<file path="config.mk">
export PLATFORM = sky130hd
export DESIGN_NAME = frer_top
export DESIGN_NICKNAME = d
export VERILOG_FILES = /design/src/frer_pkg.sv /design/src/frer_stab_if.sv /design/src/frer_stab_timer.sv /design/src/frer_top.sv
export VERILOG_INCLUDE_DIRS = /design/src /design/src/src
export SDC_FILE = /design/constraint.sdc
export NUM_CORES = 1
export LEC_CHECK = 0
export BUFFER_PORTS_ARGS = -buffer_cell sky130_fd_sc_hd__buf_4
export CORE_MARGIN = 2
export CORE_UTILIZATION = 45
export CTS_BUF_LIST = sky130_fd_sc_hd__clkbuf_8
export DETAILED_ROUTE_END_ITERATION = 10
export PLACE_DENSITY = 0.76
export RECOVER_POWER = 100
export SYNTH_ARGS = -nofsm -noshare
export SYNTH_HDL_FRONTEND = slang
export SYNTH_SLANG_ARGS = --single-unit
</file>
<file path="constraint.sdc">
create_clock -name clk_i -period 2.45 [get_ports clk_i]
set_clock_uncertainty 0.05 [all_clocks]
set_input_delay 0.49 -clock clk_i [delete_from_list [all_inputs] [get_ports clk_i]]
set_output_delay 0.49 -clock clk_i [all_outputs]
set_load 0.01 [all_outputs]
</file>
<file path="src/frer_map.svh">
// Register map, field positions, reset values and timing counts of the
// fixed reference enable/ready block.
// Assumes a 10 MHz core clock and a 32-bit classic Wishbone register bus.
`ifndef FRER_MAP_SVH
`define FRER_MAP_SVH

// ************************************************************
// Register byte offsets
// ************************************************************
`define FRER_CTRL_OFS 8'h00
`define FRER_STAT_OFS 8'h04
`define FRER_MASK_OFS 8'h08
`define FRER_REQ_OFS 8'h0c

// ************************************************************
// Control register fields
// ************************************************************
`define FRER_EN_BIT 7
`define FRER_RDY_BIT 6
`define FRER_TEMP_INDICATOR_ENABLE_BIT 5
`define FRER_TEMP_INDICATOR_RANGE_BIT 4
`define FRER_GAIN_MSB 1
`define FRER_GAIN_LSB 0

// ************************************************************
// Interrupt status and mask fields
// ************************************************************
`define FRER_EV_RISE 0
`define FRER_EV_FALL 1

// ************************************************************
// Reset values
// ************************************************************
`define FRER_CTRL_RESET 8'h00
`define FRER_IRQ_RESET 2'h0

// ************************************************************
// Timing
// ************************************************************
`define FRER_CLK_PERIOD_NS 100
`define FRER_STAB_TIME_NS 25000
`define FRER_STAB_CYCLES 16'((`FRER_STAB_TIME_NS + `FRER_CLK_PERIOD_NS - 1) / `FRER_CLK_PERIOD_NS)

`endif

</file>
<file path="src/frer_pkg.sv">
// Types shared by the fixed reference enable/ready block.
// Assumes nothing beyond a SystemVerilog tool.
package frer_pkg;

  // Stabilization timer states, one-hot
  typedef enum logic [2:0] {
    ST_OFF = 3'h1,
    ST_SETTLE = 3'h2,
    ST_READY = 3'h4
  } frer_state_t;

  // ADC reference gain selections
  typedef enum logic [1:0] {
    GAIN_OFF = 2'h0,
    GAIN_X1 = 2'h1,
    GAIN_X2 = 2'h2,
    GAIN_X4 = 2'h3
  } frer_gain_t;

  // Brownout detector modes
  typedef enum logic [1:0] {
    BOR_OFF = 2'h0,
    BOR_SW = 2'h1,
    BOR_NSLEEP = 2'h2,
    BOR_ON = 2'h3
  } frer_bor_mode_t;

endpackage : frer_pkg

</file>
<file path="src/frer_stab_if.sv">
// Enable and ready pair between the control logic and the stabilization timer.
// Assumes both ends run on the same core clock.
`timescale 1ns/1ps

interface frer_stab_if;
  logic enable;
  logic ready;
  modport ctrl (output enable, input ready);
  modport timer (input enable, output ready);
endinterface : frer_stab_if

</file>
<file path="src/frer_stab_timer.sv">
// Stabilization timer: ready rises a fixed count after enable rises.
// Assumes enable comes from logic on clk_i; no synchroniser needed.
`timescale 1ns/1ps
`include "frer_map.svh"

module frer_stab_timer (
  input wire logic clk_i, // Core clock
  input wire logic rst_i, // Synchronous reset, active high
  frer_stab_if.timer stab // Enable in, ready out
);

  // ************************************************************
  // State and counter
  // ************************************************************
  frer_pkg::frer_state_t state_reg, state_next;
  logic [15:0] cnt_reg, cnt_next;

  // Next state; any drop of enable restarts the interval from zero
  always_comb begin
    state_next = state_reg;
    cnt_next = cnt_reg;
    case (state_reg)
      frer_pkg::ST_OFF: begin
        if (stab.enable) begin
          state_next = frer_pkg::ST_SETTLE;
          cnt_next = 16'h0001;
        end
      end
      frer_pkg::ST_SETTLE: begin
        if (!stab.enable) begin
          state_next = frer_pkg::ST_OFF;
          cnt_next = 16'h0000;
        end else if (cnt_reg == `FRER_STAB_CYCLES) begin
          state_next = frer_pkg::ST_READY;
        end else begin
          cnt_next = cnt_reg + 16'h0001;
        end
      end
      frer_pkg::ST_READY: begin
        if (!stab.enable) begin
          state_next = frer_pkg::ST_OFF;
          cnt_next = 16'h0000;
        end
      end
      default: begin
        state_next = frer_pkg::ST_OFF;
        cnt_next = 16'h0000;
      end
    endcase
  end

  // Registers only
  always_ff @(posedge clk_i) begin
    if (rst_i) begin
      state_reg <= frer_pkg::ST_OFF;
      cnt_reg <= 16'h0000;
    end else begin
      state_reg <= state_next;
      cnt_reg <= cnt_next;
    end
  end

  assign stab.ready = (state_reg == frer_pkg::ST_READY);

  // ************************************************************
  // Checks
  // ************************************************************
  // Independent count of cycles enable has been held, saturating
  logic [16:0] on_cnt;
  always_ff @(posedge clk_i) begin
    if (rst_i || !stab.enable) begin
      on_cnt <= 17'h00000;
    end else if (on_cnt <= {1'b0, `FRER_STAB_CYCLES}) begin
      on_cnt <= on_cnt + 17'h00001;
    end
  end
endmodule : frer_stab_timer

</file>
<file path="src/frer_top.sv">
// Fixed reference enable/ready control: control register, request OR,
// stabilization tracking and a ready-change interrupt on classic Wishbone.
// Assumes request inputs come from logic on clk_i and the master follows
// classic single cycles.
//
// Decided for this implementation: the Wishbone interface to the registers and the address map.
`timescale 1ns/1ps
`include "frer_map.svh"

// Summary of operation
// - Ready stays low through the stabilization interval
// - Ready flag is read-only at bit six
// - Ready reads zero when off or settling
// - Bit five enables temperature indicator, resets zero
// - Brownout always-on, or sleep-off with fast start, forces on
// - Brownout software mode with fast start forces on
// - Regulated power-save select awake requests the reference
// - Bit seven software enable, resets to zero
// - Gain field selects four, two, one, or buffer off
module frer_top #(
  parameter bit REGULATED = 1'b1 // Part has the internal regulator
) (
  input wire logic clk_i, // Core clock, 10 MHz
  input wire logic rst_i, // Synchronous reset, active high
  input wire logic wb_cyc_i, // Wishbone cycle
  input wire logic wb_stb_i, // Wishbone strobe
  input wire logic wb_we_i, // Wishbone write enable
  input wire logic [7:0] wb_adr_i, // Wishbone byte address
  input wire logic [3:0] wb_sel_i, // Wishbone byte selects
  input wire logic [31:0] wb_dat_i, // Wishbone write data
  output logic [31:0] wb_dat_o, // Wishbone read data
  output logic wb_ack_o, // Wishbone acknowledge
  input wire logic oscillator_select_i, // External clock mode active
  input wire logic [1:0] brownout_mode_i, // Brownout detector mode
  input wire logic brownout_fast_start_i, // Brownout fast start
  input wire logic regulator_powersave_select_i, // Regulator power-save select
  input wire logic sleep_i, // Device in sleep
  output logic reference_on_o, // Effective reference enable
  output logic reference_ready_o, // Reference output usable
  output logic temp_indicator_enable_o, // Temperature indicator on
  output logic temp_indicator_range_o, // Temperature indicator range
  output logic [1:0] adc_reference_gain_o, // Gain field
  output logic [2:0] adc_gain_mult_o, // Gain factor, zero when buffer off
  output logic irq_o // Interrupt, level
);

  // ************************************************************
  // Helpers
  // ************************************************************
  // Gain code to multiplication factor; off turns the buffer off
  function automatic logic [2:0] gain_mult(input logic [1:0] g);
    logic [2:0] m;
    m = 3'h0;
    if (g == frer_pkg::GAIN_X4) begin
      m = 3'h4;
    end else if (g == frer_pkg::GAIN_X2) begin
      m = 3'h2;
    end else if (g == frer_pkg::GAIN_X1) begin
      m = 3'h1;
    end
    return m;
  endfunction : gain_mult

  // ************************************************************
  // Declarations
  // ************************************************************
  logic en_reg, en_next;
  logic temp_indicator_enable_reg, temp_indicator_enable_next;
  logic temp_indicator_range_reg, temp_indicator_range_next;
  logic [1:0] gain_reg, gain_next;
  logic [2:0] mult_reg, mult_next;
  logic ref_on_reg, ref_on_next;
  logic rdy_d_reg;
  logic [1:0] stat_reg, stat_next;
  logic [1:0] mask_reg, mask_next;
  logic irq_reg, irq_next;
  logic ack_reg, ack_next;
  logic [31:0] dat_reg, dat_next;
  logic access, wr_lo;
  logic osc_req, bor_req, ivr_req;
  logic ready;
  logic [1:0] ev_set, ev_clr;
  logic [7:0] ctrl_rd;

  frer_stab_if stab_bus ();

  frer_stab_timer u_timer (
    .clk_i (clk_i),
    .rst_i (rst_i),
    .stab (stab_bus.timer)
  );

  // ************************************************************
  // Reference requests
  // ************************************************************
  // Internal units force the reference regardless of the software bit
  always_comb begin
    osc_req = oscillator_select_i;
    bor_req = (brownout_mode_i == frer_pkg::BOR_ON)
      || (brownout_mode_i == frer_pkg::BOR_NSLEEP && brownout_fast_start_i)
      || (brownout_mode_i == frer_pkg::BOR_SW && brownout_fast_start_i);
    ivr_req = REGULATED && regulator_powersave_select_i && !sleep_i;
    ref_on_next = en_reg | osc_req | bor_req | ivr_req;
  end

  // Timer sees the next enable so ready falls in the same edge as enable
  assign stab_bus.enable = ref_on_next;
  assign ready = stab_bus.ready;

  // ************************************************************
  // Register bus and register file
  // ************************************************************
  assign access = wb_cyc_i && wb_stb_i && !ack_reg;
  assign wr_lo = access && wb_we_i && wb_sel_i[0];
  assign ctrl_rd = {en_reg, ready, temp_indicator_enable_reg, temp_indicator_range_reg, 2'h0, gain_reg};

  // Ready edges are the interrupt events
  assign ev_set = {rdy_d_reg && !ready, !rdy_d_reg && ready};

  // Next values; ack one cycle after the request, unmapped reads zero
  always_comb begin
    en_next = en_reg;
    temp_indicator_enable_next = temp_indicator_enable_reg;
    temp_indicator_range_next = temp_indicator_range_reg;
    gain_next = gain_reg;
    mask_next = mask_reg;
    ev_clr = 2'h0;
    dat_next = dat_reg;
    ack_next = access;
    if (access && !wb_we_i) begin
      dat_next = 32'h0000_0000;
    end
    if (wb_adr_i == `FRER_CTRL_OFS) begin
      if (wr_lo) begin
        en_next = wb_dat_i[`FRER_EN_BIT];
        temp_indicator_enable_next = wb_dat_i[`FRER_TEMP_INDICATOR_ENABLE_BIT];
        temp_indicator_range_next = wb_dat_i[`FRER_TEMP_INDICATOR_RANGE_BIT];
        gain_next = wb_dat_i[`FRER_GAIN_MSB:`FRER_GAIN_LSB];
      end
      if (access && !wb_we_i) begin
        dat_next = {24'h00_0000, ctrl_rd};
      end
    end else if (wb_adr_i == `FRER_STAT_OFS) begin
      if (wr_lo) begin
        ev_clr = wb_dat_i[1:0];
      end
      if (access && !wb_we_i) begin
        dat_next = {30'h0000_0000, stat_reg};
      end
    end else if (wb_adr_i == `FRER_MASK_OFS) begin
      if (wr_lo) begin
        mask_next = wb_dat_i[1:0];
      end
      if (access && !wb_we_i) begin
        dat_next = {30'h0000_0000, mask_reg};
      end
    end else if (wb_adr_i == `FRER_REQ_OFS) begin
      if (access && !wb_we_i) begin
        dat_next = {27'h000_0000, ref_on_reg, ivr_req, bor_req, osc_req, en_reg};
      end
    end
    // A new event wins over a clear in the same cycle
    stat_next = (stat_reg & ~ev_clr) | ev_set;
    irq_next = |(stat_next & mask_next);
    mult_next = gain_mult(gain_next);
  end

  // Registers only; every control bit clears on reset
  always_ff @(posedge clk_i) begin
    if (rst_i) begin
      en_reg <= 1'(`FRER_CTRL_RESET >> `FRER_EN_BIT);
      temp_indicator_enable_reg <= 1'(`FRER_CTRL_RESET >> `FRER_TEMP_INDICATOR_ENABLE_BIT);
      temp_indicator_range_reg <= 1'(`FRER_CTRL_RESET >> `FRER_TEMP_INDICATOR_RANGE_BIT);
      gain_reg <= 2'(`FRER_CTRL_RESET >> `FRER_GAIN_LSB);
      mult_reg <= 3'h0;
      ref_on_reg <= 1'b0;
      rdy_d_reg <= 1'b0;
      stat_reg <= `FRER_IRQ_RESET;
      mask_reg <= `FRER_IRQ_RESET;
      irq_reg <= 1'b0;
      ack_reg <= 1'b0;
      dat_reg <= 32'h0000_0000;
    end else begin
      en_reg <= en_next;
      temp_indicator_enable_reg <= temp_indicator_enable_next;
      temp_indicator_range_reg <= temp_indicator_range_next;
      gain_reg <= gain_next;
      mult_reg <= mult_next;
      ref_on_reg <= ref_on_next;
      rdy_d_reg <= ready;
      stat_reg <= stat_next;
      mask_reg <= mask_next;
      irq_reg <= irq_next;
      ack_reg <= ack_next;
      dat_reg <= dat_next;
    end
  end

  // ************************************************************
  // Outputs
  // ************************************************************
  assign wb_ack_o = ack_reg;
  assign wb_dat_o = dat_reg;
  assign reference_on_o = ref_on_reg;
  assign reference_ready_o = ready;
  assign temp_indicator_enable_o = temp_indicator_enable_reg;
  assign temp_indicator_range_o = temp_indicator_range_reg;
  assign adc_reference_gain_o = gain_reg;
  assign adc_gain_mult_o = mult_reg;
  assign irq_o = irq_reg;
endmodule : frer_top

</file>
**Word level (Yosys, flattened, before mapping)**

Index checks and enable logic that the tools add are counted.

- $add $sub $neg: 1
- Eq/ne operators: 17
- Mux-type cells: 31
- Bitwise gates (word level): 7
- Reductions and logical operators: 24

Operators by type and width:

| kind | number |
|---|---|
| 2-to-1 mux 32 bit | 9 |
| 2-to-1 mux 16 bit | 4 |
| one-hot mux 16 bit (3 select lines) | 1 |
| 2-to-1 mux 2 bit | 10 |
| adder 16 x 1 -> 16 bit, second input constant | 1 |
| == test 16 x 8 -> 1 bit, second input constant | 1 |
| == test 8 x 4 -> 1 bit, second input constant | 2 |
| 2-to-1 mux 3 bit | 5 |
| logical AND 1 bit | 10 |
| one-hot mux 3 bit (3 select lines) | 1 |
| == test 2 bit, second input constant | 4 |
| == test 8 x 3 -> 1 bit, second input constant | 1 |
| logical NOT 8 bit | 1 |
| inequality test 3 bit, second input constant | 2 |
| AND reduction 3 bit | 2 |
| logical NOT 1 bit | 5 |
| AND 2 bit | 2 |
| == test 2 x 1 -> 1 bit, second input constant | 2 |
| OR reduction 2 bit | 2 |
| == test 3 x 1 -> 1 bit, second input constant | 1 |
| == test 3 x 2 -> 1 bit, second input constant | 1 |
| == test 3 bit, second input constant | 1 |
| bitwise OR 1 bit | 3 |
| OR reduction 3 bit | 1 |
| other kinds (7) | 8 |

- Register bits after elaboration: 67
- Bits of input ports: 55
- Output and inout port bits: 43
- Logic and storage cells: 96

**Longest topological paths before layout**

- Word-level depth: 12
- Mapped depth: 8
- Gate-level depth less buffers: 7

**By module**

A second synthesis with hierarchy kept.

- Cells, all modules: 303
- Area, all modules: 2890.3 µm²

Modules (own cells, without submodules):

| module | times used | cells each | area an instance (µm²) |
|---|---|---|---|
| frer_top | 1 | 180 | 1784.2 |
| frer_stab_timer | 1 | 123 | 1106.1 |

**Least setup slack after synthesis**

Ideal clock, no wire load.

- Path type: input port to flip-flop
- From: input port brownout_fast_start_i
- To: register u_timer.cnt_reg[14]
- Arrival: 2325 ps
- Data required time: 2341 ps
- Slack: 16 ps
- Cell stages on the path: 7
- Cell sequence: maj3_4 -> or4_1 -> buf_2 -> a21o_1 -> buf_6 -> or4_1 -> nand2_1

- Longest elaborated chain between the ends: 7

RTL lines:

| item | RTL line | RTL |
|---|---|---|
| start: declaration | frer_top.sv:35 | `input wire logic brownout_fast_start_i,` |
| logical AND 1 bit | frer_top.sv:100 | `\|\| (brownout_mode_i == frer_pkg::BOR_NSLEEP && brownout_fast_start_i)` |
| logical OR 1 bit | frer_top.sv:100 |  |
| logical OR 1 bit * | frer_top.sv:101 | `\|\| (brownout_mode_i == frer_pkg::BOR_SW && brownout_fast_start_i);` |
| bitwise OR 1 bit * (2 in series) | frer_top.sv:103 | `ref_on_next = en_reg \| osc_req \| bor_req \| ivr_req;` |
| inequality test 3 bit (no line), or another cell as far along | n/a |  |
| AND reduction 3 bit (no line) or one-hot mux 16 bit (3 select lines) (tied branches) | n/a |  |
| end signal: assignment | frer_stab_timer.sv:59 | `cnt_reg <= cnt_next;` |
| end: declaration | frer_stab_timer.sv:16 | `logic [15:0] cnt_reg, cnt_next;` |

Every way passes the cells marked *; elsewhere a longest branch is shown, timed or not.
A chain may end at the register's enable or synchronous reset.

**Worst setup path in the final report**

- From: register u_timer.state_reg[0]
- To: register u_timer.cnt_reg[8]

- Longest elaborated chain between the ends: 3

RTL lines:

| item | RTL line | RTL |
|---|---|---|
| start: declaration | frer_stab_timer.sv:15 | `frer_pkg::frer_state_t state_reg, state_next;` |
| start signal: assignment | frer_stab_timer.sv:55 | `state_reg <= frer_pkg::ST_OFF;` |
| start signal: assignment | frer_stab_timer.sv:58 | `state_reg <= state_next;` |
| == test 3 x 2 -> 1 bit, or another cell as far along | frer_stab_timer.sv:22 | `case (state_reg)` |
| inequality test 3 bit (no line), or another cell as far along | n/a |  |
| AND reduction 3 bit (no line) | n/a |  |

Several ways; a longest one is shown, not always the timed one.

==> impl_metrics.ini <==
[setup_path]
crit_chain = or3b_1 -> or4_1 -> buf_4 -> o211ai_1 -> clkbuf_1 -> o21ai_0 -> a21oi_1
startpoint_type = flop
required_ps = 2670
cp.arrival_ps = 2370
slowest_delay_ps = 440
critPathBufInv = 2
cp.depth = 7
reg2reg_depth = 7
crit_fanout = 7
cp_slowest_cell = or4_1
r2r_end = u_timer.cnt_reg[8]
cp-startpoint = u_timer.state_reg[0]
regToRegSetupSlack_ps = 300
path_delay_family = simple AND/OR/NAND/NOR gates
critical_path_class = reg -> reg
worst_setup_path_end_kind = flop
crit_end = u_timer.cnt_reg[8]
r2r-start = u_timer.state_reg[0]

[clock_network]
hold_buffers = 0
htreeDepth = 3
cts_setup_buffers = 0
clock_sinks = 67
cts_root_buf = clkbuf_8
path_clk_slew_ps = 80
insertion_delay_ps = 340
cts_resized = 0
cts_buffers = 9
cts_tree = done
clockBufferDepth = 2

[sta]
fin_crit_sh_pct = 87.9
worst_slew_margin_rel_pct = 25.5
slew_viol_final = 0
tns_ps = 0
post-route-min-period_ps = 2150
worst_slew_pin_slew_ps = 1120
hold_viol_final = 0
worst_hold_slack_ps = 330
final-setup-viol-count = 0
grt_setup_unrepaired = false
clock.fmax_mhz = 464
fin_ws_ps = 296

[detailed_routing]
vias_per_cell = 5.40
dr.pass1.iters = 4
drtIter0Drc = 164
wl_mm = 6.16
wl_per_cell_um = 13.6
remaining_drc_errors = 0
num_vias = 2434
ant_nets = 0

[synthesis]
synth_seq_cells = 67
synth_commonest_cells = dfxtp_1, nor2_1, and2_1
netlist-cell-type-count = 55
seq_area_frac_synth_pct = 49.2
synth_largest_area_cell = dfxtp_1
synth_warnings = 0
synthTopCellsByArea = dfxtp_1, and2_1, nor2_1
synthCells = 292
synth_edf_count = 0
netlist_area_mm2 = 0.00273
synth_most_common_cell = dfxtp_1
async_flop_share_pct = 0
synth.avg_cell_area_um2 = 9.35
synth_top_cell_area_share_pct = 49.2
synth_fp_nets = 349
ys.flop_type = dfxtp_1

[worst_hold_path]
min_path_cells = 3
hold_class = in -> reg

[global_route]
grt.busiest_layer = met2
grtUsageMet3_pct = 3.96
grt_pass1_wl_mm = 10.1
grt_max_degree = 34
grt_pass1_vias = 2270
grt_overflow = 0
met1_usage_pct = 24.4
track_usage_pct = 19.6
grt_use_met2_pct = 31.5
antenna_found_initial = 0

[die]
initial_core_util_pct = 46.4
die_area_mm2 = 0.00670
fp.dieH_um = 81.9
io_pins = 98
placementRows = 28
die_w_um = 81.9
core_area_mm2 = 0.00589

[final_layout]
layout-drive-gt1-share_pct = 16.5
diodes = 0
multi_input_area_mm2 = 0.00131
fillerInstances = 549
seqCellArea_mm2 = 0.00134
nets = 428
area_growth_pct = 24.4

[power]
ir_drop_mv = 0.503
power_density_mw_per_mm2 = 645
power.leakage_nw = 1.34

[placement]
port-buffer-count = 67
hpwlAfterDp_mm = 4.46
preCtsSetupSlack_ps = 48.8
place.gp.congestion = 0.871

[status]
outcome = completed

[flow_run]
maxCapViolations = 0
cell usage in the layout (no fill, tap or decap), types with 5 or more instances in the layout:
cell type and n:
nand3_1 15, clkbuf_8 9, and2_0 16, nor3_1 5, buf_4 31, o21ai_0 8
inv_1 6, and2_1 9, mux2i_1 7, nor2_1 28, nand4_1 5, clkbuf_1 47
and3_1 9, or3_1 8, dfxtp_1 67, nand3b_1 5, a22oi_1 6, a21oi_1 15
nand2_1 16
per-stage QoR:
step | utilization [%] | area (um2) | cells | total power [W]
4_1_cts | 60.7 | 3570 | 451 | 0.00222
5_1_grt | 57.7 | 3400 | 451 | 0.00228
3_3_place_gp | 57.2 | 3370 | 435 | 0.00128
3_5_place_dp | 57.2 | 3370 | 435 | 0.00128
6_report | 57.7 | 3400 | 451 | 0.00219
2_1_floorplan | - | 2730 | 292 | 0.00121
metal layers:
metal / vias to the layer above / part of all wire (%)
li1: 1206 / -
met1: 1158 / 45
met2: 60 / 48
met3: 10 / 5.3
met4: 0 / 1.7
met5: - / 0
logic make-up after synthesis:
| family | count (synthesis) | share of synthesized area (%) |
|---|---|---|
| compound gates | 48 | 12.1 |
| mux | 9 | 4.22 |
| buf+inv | 18 | 2.80 |
| simple gates | 145 | 29.7 |
| fa+ha+maj | 3 | 1.42 |
| xor+xnor | 2 | 0.642 |
| flops | 67 | 49.2 |
tightest hold or removal path: cells and delay by family:
family / cells / cell delay (ps)
buffers and inverters: 1 / 80
AND/OR/NAND/NOR: 1 / 70
multiplexers: 1 / 50
area by class of cell:
type	count	share of cell area (%)
inverter	6	0.663
clock inverter	7	2.39
timing repair buffer	80	12.4
clock buffer	9	3.65
sequential	67	39.5
tap	75	2.76
multi-input combinational	207	38.6
report_power, final:
| part | internal [W] | switching, W |
|---|---|---|
| Combinational | 0.0000684 | 0.0000770 |
| Sequential | 0.00110 | 0.00000979 |
| Clock | 0.000486 | 0.000452 |
| Total | 0.00165 | 0.000539 |
worst min path at each step:
stage / from / to / slack, ps
2_1_floorplan: u_timer.cnt_reg[7] / u_timer.cnt_reg[7] / 410
6_report: wb_dat_i[4] / temp_indicator_range_o / 330
3_3_place_gp: flop / flop / 390
4_1_cts: wb_dat_i[4] / temp_indicator_range_o / 320
3_5_place_dp: wb_dat_o[20] / wb_dat_o[20] / 390
5_1_grt: wb_dat_i[5] / temp_indicator_enable_o / 330
(Power assumes the default switching activity.)
